[config.mk]
export PLATFORM = sky130hd
export DESIGN_NAME = tpc_timer_front
export DESIGN_NICKNAME = d
export VERILOG_FILES = /design/src/tpc_pkg.sv /design/src/tpc_timer_front.sv
export SDC_FILE = /design/constraint.sdc
export NUM_CORES = 1
export LEC_CHECK = 0
export BUFFER_PORTS_ARGS = -buffer_cell sky130_fd_sc_hd__buf_2
export CAP_MARGIN = 20
export CORE_ASPECT_RATIO = 1.5
export CORE_UTILIZATION = 30
export CTS_BUF_LIST = sky130_fd_sc_hd__clkbuf_16
export DETAILED_ROUTE_END_ITERATION = 7
export HOLD_SLACK_MARGIN = 0.06
export REMOVE_ABC_BUFFERS = 1
export SKIP_LAST_GASP = 1
export SYNTH_ARGS = -nofsm -noshare
export SYNTH_HDL_FRONTEND = slang
export SYNTH_SLANG_ARGS = --single-unit
export TNS_END_PERCENT = 100
[constraint.sdc]
create_clock -name sys_clk_i -period 7.5 [get_ports sys_clk_i]
set_clock_uncertainty 0.1 [all_clocks]
set_input_delay 0.375 -clock sys_clk_i [delete_from_list [all_inputs] [get_ports sys_clk_i]]
set_output_delay 0.375 -clock sys_clk_i [all_outputs]
set_load 0.05 [all_outputs]
[src/tpc_pkg.sv]
package tpc_pkg;

    // Register word indices on the internal module bus.
    localparam logic [4:0] OFF_PDATA = 5'h00;
    localparam logic [4:0] OFF_PDIR  = 5'h01;
    localparam logic [4:0] OFF_MASK1 = 5'h02;
    localparam logic [4:0] OFF_MASK2 = 5'h03;
    localparam logic [4:0] OFF_FLAG1 = 5'h04;
    localparam logic [4:0] OFF_FLAG2 = 5'h05;
    localparam logic [4:0] OFF_CTL2  = 5'h06;
    localparam logic [4:0] OFF_PULSE_ACCUM_CONTROL_REGISTER = 5'h07;
    localparam logic [4:0] OFF_CNT   = 5'h08;
    localparam logic [4:0] OFF_PRESC = 5'h09;
    localparam logic [4:0] OFF_FPWM  = 5'h0A;
    localparam logic [4:0] OFF_CAP0  = 5'h0C;

    // Field positions.
    localparam int MASK2_CSEL = 0;
    localparam int MASK2_COUT = 3;
    localparam int MASK2_OVIE = 7;
    localparam int FLAG2_OVF  = 7;
    localparam int PWM_CONTROL_REGISTER_PSEL  = 0;
    localparam int PWM_CONTROL_REGISTER_POUT  = 3;
    localparam int PWM_CONTROL_REGISTER_F1    = 4;
    localparam int CFRC_FPWM  = 14;
    localparam int PULSE_ACCUM_CONTROL_REGISTER_ACCUM_INPUT_PIN_STATE = 15;
    localparam int PULSE_ACCUM_CONTROL_REGISTER_PCKS = 14;

    // Geometry and reset values.
    localparam int         PRESC_W    = 9;
    localparam int         OC_BASE    = 4;
    localparam logic [2:0] CSEL_RST   = 3'h1;
    localparam logic [2:0] PSEL_RST   = 3'h0;
    localparam logic [2:0] SEL_PCLK   = 3'h7;
    localparam logic [15:0] CNT_RST   = 16'h0000;
    localparam logic [1:0] EDGE_RISE  = 2'h1;
    localparam logic [1:0] EDGE_FALL  = 2'h2;

    typedef struct packed {
        logic        rd;
        logic        wr;
        logic [4:0]  addr;
        logic [15:0] wdata;
    } tpc_bus_req_s;

    typedef struct packed {
        logic cap;
        logic pwm;
        logic div512;
        logic pclk;
    } tpc_ticks_s;

endpackage

[src/tpc_timer_front.sv]
`timescale 1ns/1ps

// Function
// - Unused timer pins are GPIO, direction register.
// - Port data read returns real pin levels.
// - Compare-owned pin data latched, driven later.
// - Port data write can trigger capture.
// - Accumulator and clock pins readable status.
// - PWM pins forced as general outputs.
// - Nine-stage prescaler, taps two to 512.
// - Two muxes pick tap or external clock.
// - Reset clocks: capture div four, PWM two.
// - PWM select free; capture select write-once outside test/freeze.
// - Prescaler readable, freeze-writable, bits 8:0.
// - Selected clocks output, one-cycle high pulses.
// - Accumulator gets div512, external, capture clock.
// - Capture counter free-running, unstoppable.
// - Counter resets zero, loads only test/freeze.
// - Wrap sets overflow flag, optional request.
// - Selected edge latches counter, sets flag.
// - Edge field picks rise, fall, both, off.
// - Channels independent, may latch same count.
// - Capture flag requests only when enabled.
// - Inputs synchronised and filtered before capture.
// - Every edge overwrites latch despite flag.
// - Flag clears by read then zero write.
module tpc_timer_front #(
    parameter int NUM_CAP = 4
) (
    input  wire logic                  sys_clk_i,
    input  wire logic                  rst_i,
    input  wire logic                  ce_i,
    input  wire logic                  freeze_i,
    input  wire logic                  test_i,
    input  wire tpc_pkg::tpc_bus_req_s bus_i,
    output logic [15:0]                bus_rdata_o,
    input  wire logic [7:0]            gp_pin_i,
    output logic [7:0]                 gp_pin_o,
    output logic [7:0]                 gp_oe_o,
    input  wire logic [3:0]            oc_active_i,
    input  wire logic [3:0]            oc_level_i,
    input  wire logic                  pai_pin_i,
    input  wire logic                  pclk_pin_i,
    input  wire logic [1:0]            pwm_wave_i,
    output logic [1:0]                 pwm_o,
    output tpc_pkg::tpc_ticks_s        ticks_o,
    output logic                       irq_o
);
    import tpc_pkg::*;

    // The capture pins share the low port bits with the compare pins above.
    if (NUM_CAP < 1 || NUM_CAP > OC_BASE) begin : g_chk
        $error("NUM_CAP must lie between 1 and 4.");
    end

    // Picks the tick of one divider tap, or the external clock tick.
    function automatic logic tap_pick(input logic [2:0] sel,
                                      input logic [8:0] taps,
                                      input logic       ext);
        tap_pick = (sel == SEL_PCLK) ? ext : taps[sel];
    endfunction

    function automatic logic hit(input logic [4:0] off);
        hit = (bus_i.addr == off);
    endfunction

    logic [7:0]         pdata_r;
    logic [7:0]         pdir_r;
    logic [NUM_CAP-1:0] mask1_r;
    logic [2:0]         csel_r;
    logic               cout_r;
    logic               ovie_r;
    logic               csel_done_r;
    logic [2:0]         psel_r;
    logic               pout_r;
    logic [1:0]         f1_r;
    logic [1:0]         fpwm_r;
    logic [2*NUM_CAP-1:0] edge_r;
    logic [PRESC_W-1:0] presc_r;
    logic [15:0]        cnt_r;
    logic [NUM_CAP-1:0] fl1_r;
    logic [NUM_CAP-1:0] arm1_r;
    logic               ovf_r;
    logic               arm2_r;
    logic [15:0]        cap_r [NUM_CAP];
    logic [7:0]         gp_s1_r;
    logic [7:0]         gp_s2_r;
    logic [1:0]         ms_s1_r;
    logic [1:0]         ms_s2_r;
    logic               pclk_d_r;
    logic [NUM_CAP-1:0] smp_r;
    logic [NUM_CAP-1:0] filt_r;
    logic [NUM_CAP-1:0] filt_d_r;

    // Bus strobes, decoded once.
    logic wr_pdata, wr_pdir, wr_mask1, wr_mask2, wr_flag1, wr_flag2;
    logic wr_ctl2, wr_cnt, wr_presc, wr_fpwm, rd_flag1, rd_flag2;
    logic test_frz;
    assign wr_pdata = bus_i.wr && hit(OFF_PDATA);
    assign wr_pdir  = bus_i.wr && hit(OFF_PDIR);
    assign wr_mask1 = bus_i.wr && hit(OFF_MASK1);
    assign wr_mask2 = bus_i.wr && hit(OFF_MASK2);
    assign wr_flag1 = bus_i.wr && hit(OFF_FLAG1);
    assign wr_flag2 = bus_i.wr && hit(OFF_FLAG2);
    assign wr_ctl2  = bus_i.wr && hit(OFF_CTL2);
    assign wr_cnt   = bus_i.wr && hit(OFF_CNT);
    assign wr_presc = bus_i.wr && hit(OFF_PRESC);
    assign wr_fpwm  = bus_i.wr && hit(OFF_FPWM);
    assign rd_flag1 = bus_i.rd && hit(OFF_FLAG1);
    assign rd_flag2 = bus_i.rd && hit(OFF_FLAG2);
    assign test_frz = test_i || freeze_i;

    // Each tap ticks once per period: tap k divides by 2 to the k+1.
    logic [8:0] taps;
    logic       pclk_tick;
    logic       cap_tick;
    logic       pwm_tick;
    for (genvar k = 0; k < PRESC_W; k++) begin : g_tap
        assign taps[k] = &presc_r[k:0];
    end
    assign pclk_tick = ms_s2_r[1] && !pclk_d_r;
    assign cap_tick  = tap_pick(csel_r, taps, pclk_tick);
    assign pwm_tick  = tap_pick(psel_r, taps, pclk_tick);

    // Counter and overflow event.
    logic        ovf_evt;
    logic [15:0] cnt_nxt;
    assign ovf_evt = cap_tick && (cnt_r == 16'hFFFF);
    assign cnt_nxt = (wr_cnt && test_frz) ? bus_i.wdata
                   : cnt_r + {15'h0000, cap_tick};

    // Capture source: a pin driven by the port follows the written data,
    // so a write changes the capture input without waiting on the pad.
    logic [NUM_CAP-1:0] cap_src;
    logic [NUM_CAP-1:0] cap_hit;
    for (genvar i = 0; i < NUM_CAP; i++) begin : g_cap
        logic rise;
        logic fall;
        assign cap_src[i] = pdir_r[i] ? pdata_r[i] : gp_s2_r[i];
        assign rise = filt_r[i] && !filt_d_r[i];
        assign fall = !filt_r[i] && filt_d_r[i];
        assign cap_hit[i] = (edge_r[2*i] && rise)
                         || (edge_r[2*i+1] && fall);
    end

    // Flags: the set wins, and an event after the read disarms the clear.
    logic [NUM_CAP-1:0] fl1_clr;
    logic [NUM_CAP-1:0] fl1_nxt;
    logic [NUM_CAP-1:0] arm1_nxt;
    logic               ovf_clr;
    logic               ovf_nxt;
    logic               arm2_nxt;
    assign fl1_clr  = {NUM_CAP{wr_flag1}} & ~bus_i.wdata[NUM_CAP-1:0]
                    & arm1_r;
    assign fl1_nxt  = cap_hit | (fl1_r & ~fl1_clr);
    assign arm1_nxt = (rd_flag1 ? fl1_r
                    : (wr_flag1 ? '0 : arm1_r)) & ~cap_hit;
    assign ovf_clr  = wr_flag2 && !bus_i.wdata[FLAG2_OVF] && arm2_r;
    assign ovf_nxt  = ovf_evt || (ovf_r && !ovf_clr);
    assign arm2_nxt = (rd_flag2 ? ovf_r
                    : (wr_flag2 ? 1'b0 : arm2_r)) && !ovf_evt;

    // Pin drive: unless cout_r puts the capture tick on pin OC_BASE, compare-owned pins follow the compare logic while it
    // is active, so port writes only sit in the latch meanwhile.
    logic [7:0] pin_nxt;
    logic [7:0] oe_nxt;
    for (genvar p = 0; p < 8; p++) begin : g_pin
        if (p >= OC_BASE) begin : g_oc
            logic own;
            assign own = oc_active_i[p-OC_BASE];
            if (p == OC_BASE) begin : g_oc1
                assign pin_nxt[p] = cout_r ? cap_tick
                                  : own ? oc_level_i[p-OC_BASE]
                                  : pdata_r[p];
                assign oe_nxt[p] = pdir_r[p] || cout_r;
            end else begin : g_ocn
                assign pin_nxt[p] = own ? oc_level_i[p-OC_BASE]
                                  : pdata_r[p];
                assign oe_nxt[p] = pdir_r[p];
            end
        end else begin : g_io
            assign pin_nxt[p] = pdata_r[p];
            assign oe_nxt[p]  = pdir_r[p];
        end
    end

    // PWM pins: a set force bit replaces the waveform by the force level, except on pin 0 while pout_r gives the PWM tick.
    logic [1:0] pwm_nxt;
    assign pwm_nxt[0] = pout_r ? pwm_tick
                      : (fpwm_r[0] ? f1_r[0] : pwm_wave_i[0]);
    assign pwm_nxt[1] = fpwm_r[1] ? f1_r[1] : pwm_wave_i[1];

    // Read multiplexer; unmapped words read as zero.
    logic [15:0] rmux;
    always_comb begin
        rmux = 16'h0000;
        case (bus_i.addr)
            OFF_PDATA: rmux[7:0] = gp_s2_r;
            OFF_PDIR:  rmux[7:0] = pdir_r;
            OFF_MASK1: rmux[NUM_CAP-1:0] = mask1_r;
            OFF_MASK2: begin
                rmux[MASK2_CSEL +: 3] = csel_r;
                rmux[MASK2_COUT] = cout_r;
                rmux[MASK2_OVIE] = ovie_r;
            end
            OFF_FLAG1: rmux[NUM_CAP-1:0] = fl1_r;
            OFF_FLAG2: rmux[FLAG2_OVF] = ovf_r;
            OFF_CTL2:  rmux[2*NUM_CAP-1:0] = edge_r;
            OFF_PULSE_ACCUM_CONTROL_REGISTER: begin
                rmux[PULSE_ACCUM_CONTROL_REGISTER_ACCUM_INPUT_PIN_STATE] = ms_s2_r[0];
                rmux[PULSE_ACCUM_CONTROL_REGISTER_PCKS] = ms_s2_r[1];
            end
            OFF_CNT:   rmux = cnt_r;
            OFF_PRESC: rmux[PRESC_W-1:0] = presc_r;
            OFF_FPWM: begin
                rmux[PWM_CONTROL_REGISTER_PSEL +: 3] = psel_r;
                rmux[PWM_CONTROL_REGISTER_POUT] = pout_r;
                rmux[PWM_CONTROL_REGISTER_F1 +: 2] = f1_r;
                rmux[CFRC_FPWM +: 2] = fpwm_r;
            end
            default: begin
                for (int c = 0; c < NUM_CAP; c++) begin
                    if (bus_i.addr == OFF_CAP0 + 5'(c)) begin
                        rmux = cap_r[c];
                    end
                end
            end
        endcase
    end

    // Pin synchronisers; only the second stage is read by logic.
    always_ff @(posedge sys_clk_i or posedge rst_i) begin
        if (rst_i) begin
            gp_s1_r  <= 8'h00;
            gp_s2_r  <= 8'h00;
            ms_s1_r  <= 2'h0;
            ms_s2_r  <= 2'h0;
            pclk_d_r <= 1'b0;
        end else if (ce_i) begin
            gp_s1_r  <= gp_pin_i;
            gp_s2_r  <= gp_s1_r;
            ms_s1_r  <= {pclk_pin_i, pai_pin_i};
            ms_s2_r  <= ms_s1_r;
            pclk_d_r <= ms_s2_r[1];
        end
    end

    // Filter: a level is accepted once two samples in a row agree, so a
    // glitch under one clock never reaches the edge detector.
    always_ff @(posedge sys_clk_i or posedge rst_i) begin
        if (rst_i) begin
            smp_r    <= '0;
            filt_r   <= '0;
            filt_d_r <= '0;
        end else if (ce_i) begin
            smp_r    <= cap_src;
            filt_r   <= (cap_src & smp_r) | (filt_r & (cap_src | smp_r));
            filt_d_r <= filt_r;
        end
    end

    // Capture latches; every edge overwrites, flag or not, and all
    // channels see the same count in one cycle.
    for (genvar i = 0; i < NUM_CAP; i++) begin : g_latch
        always_ff @(posedge sys_clk_i or posedge rst_i) begin
            if (rst_i) begin
                cap_r[i] <= CNT_RST;
            end else if (ce_i && cap_hit[i]) begin
                cap_r[i] <= cnt_r;
            end
        end
    end

    // Prescaler, counter and flags; the counter has no stop control.
    always_ff @(posedge sys_clk_i or posedge rst_i) begin
        if (rst_i) begin
            presc_r <= '0;
            cnt_r   <= CNT_RST;
            fl1_r   <= '0;
            arm1_r  <= '0;
            ovf_r   <= 1'b0;
            arm2_r  <= 1'b0;
        end else if (ce_i) begin
            presc_r <= (wr_presc && freeze_i)
                     ? bus_i.wdata[PRESC_W-1:0]
                     : presc_r + 9'h001;
            cnt_r   <= cnt_nxt;
            fl1_r   <= fl1_nxt;
            arm1_r  <= arm1_nxt;
            ovf_r   <= ovf_nxt;
            arm2_r  <= arm2_nxt;
        end
    end

    // Control registers. Outside test and freeze the capture clock select takes one write only,
    // so a stray store cannot retime a running capture base.
    always_ff @(posedge sys_clk_i or posedge rst_i) begin
        if (rst_i) begin
            pdata_r     <= 8'h00;
            pdir_r      <= 8'h00;
            mask1_r     <= '0;
            csel_r      <= CSEL_RST;
            cout_r      <= 1'b0;
            ovie_r      <= 1'b0;
            csel_done_r <= 1'b0;
            psel_r      <= PSEL_RST;
            pout_r      <= 1'b0;
            f1_r        <= 2'h0;
            fpwm_r      <= 2'h0;
            edge_r      <= '0;
        end else if (ce_i) begin
            if (wr_pdata) begin
                pdata_r <= bus_i.wdata[7:0];
            end
            if (wr_pdir) begin
                pdir_r <= bus_i.wdata[7:0];
            end
            if (wr_mask1) begin
                mask1_r <= bus_i.wdata[NUM_CAP-1:0];
            end
            if (wr_mask2) begin
                cout_r      <= bus_i.wdata[MASK2_COUT];
                ovie_r      <= bus_i.wdata[MASK2_OVIE];
                csel_done_r <= 1'b1;
                if (!csel_done_r || test_frz) begin
                    csel_r <= bus_i.wdata[MASK2_CSEL +: 3];
                end
            end
            if (wr_fpwm) begin
                psel_r <= bus_i.wdata[PWM_CONTROL_REGISTER_PSEL +: 3];
                pout_r <= bus_i.wdata[PWM_CONTROL_REGISTER_POUT];
                f1_r   <= bus_i.wdata[PWM_CONTROL_REGISTER_F1 +: 2];
                fpwm_r <= bus_i.wdata[CFRC_FPWM +: 2];
            end
            if (wr_ctl2) begin
                edge_r <= bus_i.wdata[2*NUM_CAP-1:0];
            end
        end
    end

    // Registered outputs, driven straight from these flops.
    always_ff @(posedge sys_clk_i or posedge rst_i) begin
        if (rst_i) begin
            bus_rdata_o <= 16'h0000;
            gp_pin_o    <= 8'h00;
            gp_oe_o     <= 8'h00;
            pwm_o       <= 2'h0;
            ticks_o     <= '0;
            irq_o       <= 1'b0;
        end else if (ce_i) begin
            if (bus_i.rd) begin
                bus_rdata_o <= rmux;
            end
            gp_pin_o <= pin_nxt;
            gp_oe_o  <= oe_nxt;
            pwm_o    <= pwm_nxt;
            ticks_o  <= '{cap: cap_tick, pwm: pwm_tick,
                          div512: taps[8], pclk: pclk_tick};
            irq_o    <= (|(fl1_r & mask1_r))
                     || (ovf_r && ovie_r);
        end
    end

endmodule

==> results of run 1 <==
-- where the power goes --
part / internal [mW] / switching (mW)
sequential: 1.46 / 0.286
combinational: 0.415 / 0.444
clock: 0.630 / 0.487
total: 2.50 / 1.22
-- cells in the final DEF (no fill, tap or decap), types with 10 or more instances in the layout --
cell type / synthesis / final
buf_2: 10 / 85
a31oi_1: 19 / 19
nand3_1: 16 / 16
mux4_2: 13 / 13
nand4_1: 10 / 10
and3_1: 12 / 12
dlygate4sd3_1: 0 / 14
mux2_2: 146 / 146
nand2_1: 54 / 54
a21oi_1: 23 / 23
nor3_1: 12 / 12
a221oi_1: 13 / 13
nor2_1: 52 / 52
nand3b_1: 10 / 10
clkbuf_16: 0 / 23
dfrtp_1: 212 / 212
mux2i_1: 30 / 30
o21ai_0: 29 / 29
inv_1: 15 / 14
-- cells by family (layout without fill, tap and decap cells) --
logic type | after synthesis | after routing | share of synthesized area
fa+ha+maj | 6 | 6 | 0.00716
flops | 213 | 213 | 0.509
simple gates | 220 | 220 | 0.109
compound gates | 181 | 181 | 0.128
mux | 189 | 189 | 0.214
buf+inv | 83 | 164 | 0.0337
-- layout make-up --
type,instances,area (um^2)
tap,425,532
inverter,16,67.6
clock buffer,23,576
multi-input combinational,596,4790
sequential,213,5330
timing repair buffer,108,633
clock inverter,17,146
fill,3442,22200
-- layer usage --
metal / share of wire / global-route usage
met2: 0.51 / 0.307
met4: 0.062 / 0.110
met1: 0.40 / 0.214
met3: 0.034 / 0.0176
met5: 0 / 0
-- worst min path at each step --
stage | startpoint | end | slack [ns] | cells after the start
after floorplan | ce_i | presc_r[5]$_DFFE_PP0P_ | 0.35 | 1
after global placement | smp_r[0]$_DFFE_PP0P_ | smp_r[0]$_DFFE_PP0P_ | 0.36 | 1
after detailed placement | smp_r[0]$_DFFE_PP0P_ | smp_r[0]$_DFFE_PP0P_ | 0.37 | 1
after CTS | bus_i[8] | presc_r[8]$_DFFE_PP0P_ | 0.06 | 3
after global routing | oc_level_i[2] | gp_pin_o[6]$_DFFE_PP0P_ | 0.09 | 3
final | bus_i[8] | presc_r[8]$_DFFE_PP0P_ | 0.08 | 3
-- per-stage QoR --
| step | power [mW] | cells |
|---|---|---|
| finish | 3.72 | 1398 |
| global route | 3.91 | 1398 |
| CTS | 3.75 | 1398 |
| detailed placement | 2.62 | 1344 |
| global placement | 2.59 | 1344 |
| floorplan | 2.31 | 825 |
-- worst reg2reg max path, stage by stage, from the launching register on --
cell and delay, ns:
dfrtp_1 0.49, ha_1 0.27, nand3_1 0.21, o311a_1 0.40, o32ai_2 0.47, ha_1 0.29, ha_1 0.19, nand2_1 0.15
nor4_1 0.55, and3_1 0.24, o211ai_1 0.08
-- flip-flops by register name, indices dropped and copies added, names as in the netlist, 3 cells and up --
register,flops
cap_r,64
bus_rdata_o,16
cnt_r,16
presc_r,9
edge_r,8
gp_oe_o,8
gp_pin_o,8
gp_s1_r,8
gp_s2_r,8
pdata_r,8
pdir_r,8
arm1_r,4
filt_d_r,4
filt_r,4
fl1_r,4
mask1_r,4
smp_r,4
ticks_o,4
csel_r,3
psel_r,3
==> flow_summary.toml, run 1 <==
[timing]
fin_ws_ns = 3.94
rsz0062_at_grt = "no"
slew_viol_final = 0
worstMarginPinSlew_ns = 1.06
finalSetupTns_ns = 0
setup_viol = 0
fin_crit_ns = 3.56
holdWs_ns = 0.0783
finalHoldViolations = 0
maxSlewHeadroom = 0.293
fin_crit_sh = 0.475
fmax_mhz = 281

[cells_and_area]
num_antenna_cells = 0
syn2layout_area_growth_pct = 15.3
stdcell_area_um2 = 12100
utilization = 0.352
num-nets-final = 1011
drive_above_1_share = 0.320

[synthesis]
synth_top_area_cell = "dfrtp_1"
syn_inst = 892
synth_enable_flop_cells = 0
synth-seq-cells = 213
synth.most_common_cell = "dfrtp_1"
ys.flop_type = "dfrtp_1"
yosysTopAreaCellShare = 0.506
synth-seq-area-share = 0.509
synth_area_per_cell_um2 = 11.7
yosys_warnings = 0
netlist_top_cells_area = "dfrtp_1 51%, mux2_2 16%, mux2i_1 2.9%"
ys_types = 79
synthArstFlopShare = 1.00
synth_common_cells = "212 x dfrtp_1, 146 x mux2_2, 54 x nand2_1, 52 x nor2_1, 41 x clkbuf_1"
syn-cell-area_um2 = 10500

[worst_setup_path]
r2r_cells = 10
path_common_cell = "ha_1"
path_class = "reg2reg"
cp-startpoint = "presc_r[0]$_DFFE_PP0P_"
critPathMaxStageDelay_ns = 0.55
path_buf_inv = 0
crit_fanout = 9
worst-path-stages = 10
cp-endpoint = "cnt_r[14]$_DFFE_PP0P_"
cp.arrival_ns = 3.85
slowest_stage = "nor4_1"
r2r-start = "presc_r[0]$_DFFE_PP0P_"
crit_path_end_kind = "flop"
critPathTopFamily = "simple AND/OR/NAND/NOR gates"
crit_chain = "ha_1, nand3_1, o311a_1, o32ai_2, ha_1, ha_1, nand2_1, nor4_1, and3_1, o211ai_1"
start_kind = "flop"
cp.required_ns = 7.78
r2r_end = "cnt_r[14]$_DFFE_PP0P_"
reg2reg_slack_ns = 3.94

[cts]
clkLatencyLatePin_ns = 0.52
htreeDepth = 1
cts-resized-gates = 0
numCtsBuffers = 22
clkSlewWorstSetupHoldPaths_ns = 0.07
postCtsHoldBufs = 14
cts_sinks = 213
ctsRootBufferMaster = "clkbuf_16"
cts_tree = "yes"
clk_path_buf_depth = 3
post_cts_buffers = 0

[power]
ir_drop_mv = 0.165
leakage_nw = 5.22
powerDensity_nw_per_um2 = 308

[placement]
port_buffers = 86
placed_area_um2 = 11200
gp_congestion = 0.920
hpwl_mm = 21.2
dp_slack_ns = 4.00

[route]
num_vias = 7696
drt-initial-drc-count = 527
wl_per_cell_um = 22.2
drt_wl_total_mm = 31.0
dr.pass1.iters = 5
ant_nets = 0
via_per_inst = 5.51
drc = 0

[die]
core_um2 = 34300
ioPinCount = 87
die_y_um = 231
fp.dieW_um = 155
start_util = 0.306
die_area_um2 = 35700
num_rows = 83

[grt]
grt_pass1_wl_mm = 48.7
grt_use_total = 0.178
grt_max_degree = 78
antenna_found_initial = 0
grt.overflow.total = 0
grt_pass1_vias = 7866

[run]
maxCapViolations = 0

[worst_hold_path]
hold_path.class = "in2reg"

[outcome]
outcome = "completed"
Note: power is estimated with default switching activity, not from simulation.
==> run 2: changes to the inputs <==
- clock period: 7.5 -> 3.4 ns (I/O delays scaled with it)
==> flow_summary.toml, run 2 (synthesized netlist as in run 1, its figures left out) <==
[grt]
grt_max_degree = 92
grt_use_total = 0.182
antenna_found_initial = 1
grt_pass1_vias = 8104
grt.overflow.total = 0
grt_pass1_wl_mm = 49.5

[power]
ir_drop_mv = 0.312
leakage_nw = 5.48
powerDensity_nw_per_um2 = 655
power_mw = 8.23

[route]
ant_nets = 0
drt_wl_total_mm = 31.7
drt-initial-drc-count = 491
dr.pass1.iters = 5
via_per_inst = 5.46
num_vias = 7932
wl_per_cell_um = 21.8
drc = 0

[worst_setup_path]
r2r-start = "presc_r[0]$_DFFE_PP0P_"
crit_fanout = 9
start_kind = "flop"
crit_path_end_kind = "flop"
r2r_cells = 9
cp-startpoint = "presc_r[0]$_DFFE_PP0P_"
cp.arrival_ns = 3.51
cp.required_ns = 3.76
path_class = "reg2reg"

[cells_and_area]
utilization = 0.367
num_antenna_cells = 0
drive_above_1_share = 0.336
largest_reg_flops = 64
layout_commonest_cell = "dfrtp_1"
most-common-layout-cells = "211 x dfrtp_1, 146 x mux2_2, 85 x buf_2"
syn2layout_area_growth_pct = 20.0
stdcell_area_um2 = 12600
num-nets-final = 1065
largestRegisters = "cap_r: 64 flops, bus_rdata_o: 16 flops, cnt_r: 16 flops"
instances_no_fill = 1452
top_register = "cap_r"

[placement]
placedCellCount = 1373
hpwl_mm = 22.5
port_buffers = 86
dp_slack_ns = 0.267
gp_congestion = 0.898
placed_area_um2 = 11500

[cts]
htreeDepth = 1
cts_tree = "yes"
cts_sinks = 213
post_cts_buffers = 0
clkSlewWorstSetupHoldPaths_ns = 0.07
clkLatencyLatePin_ns = 0.53
ctsRootBufferMaster = "clkbuf_16"
clk_path_buf_depth = 3
numCtsBuffers = 22

[timing]
holdWs_ns = 0.0854
setup_viol = 0
rsz0062_at_grt = "no"
fmax_mhz = 318
finalSetupTns_ns = 0
finalHoldViolations = 0
fin_crit_ns = 3.15
maxSlewHeadroom = 0.442
fin_ws_ns = 0.251
fin_crit_sh = 0.926
worstMarginPinSlew_ns = 0.815
slew_viol_final = 0

[worst_hold_path]
hold_path.class = "in2reg"
holdPathStages = 5
min_from = "pwm_wave_i[0]"

[run]
maxCapViolations = 0

[outcome]
outcome = "completed"

[die]
die_y_um = 231
core_um2 = 34300
fp.dieW_um = 155
die_area_um2 = 35700
ioPinCount = 87
start_util = 0.306
num_rows = 83
==> run 2: changes by cell type in the layout (fill, tap and decap cells not counted), sizes merged <==
cell         delta
buf            +29
bufinv          -1
clkinv          -1
clkinvlp        -1
dlygate4sd3    +25
inv             +3
==> run 2: final timing paths <==
check	endpoint	slack, ns
setup reg to reg	cnt_r[11]$_DFFE_PP0P_	0.25
max in group asynchronous	edge_r[4]$_DFFE_PP0P_	2.16
hold reg to reg	smp_r[3]$_DFFE_PP0P_	0.38
hold / removal	pwm_o[0]$_DFFE_PP0P_	0.09
min in group asynchronous	gp_s1_r[6]$_DFFE_PP0P_	0.16
setup / recovery	cnt_r[11]$_DFFE_PP0P_	0.25
==> run 2: final cells by class <==
type | instances | area (um^2)
fillers | 3419 | 21700
flip-flops and latches | 213 | 5330
multi-input cells | 596 | 4790
repair buffers | 162 | 1140
clock buffers | 23 | 576
well taps | 425 | 532
clock inverters | 17 | 131
inverters | 16 | 67.6
==> run 2: repair_timing <==
item	in CTS	in global routing
gates resized for setup	0	1
hold endpoints to repair	170	0
hold buffers	39	0
setup endpoints to repair	0	1
==> run 2: power breakdown <==
part	leakage (nW)	internal (mW)	switching, mW
clock	0.354	1.32	1.09
combinational	2.50	0.969	1.01
sequential	2.62	3.21	0.627
total	5.48	5.51	2.72
==> run 2: worst max-delay path: stages, from the launching register on <==
cell and delay (ns):
dfrtp_2 0.45, ha_1 0.23, nand3_1 0.21, o311a_1 0.40, o32ai_2 0.33, ha_1 0.25
and3_1 0.29, nand2_1 0.18, or4_1 0.53, nand3_1 0.09
==> run 2: routing by layer <==
metal / global-route usage / share of wire / up-vias
met2: 0.313 / 0.50 / 256
met1: 0.213 / 0.39 / 4003
met4: 0.119 / 0.065 / 2
met5: 0 / 0.00041 / -
met3: 0.0240 / 0.043 / 104
li1: - / - / 3567
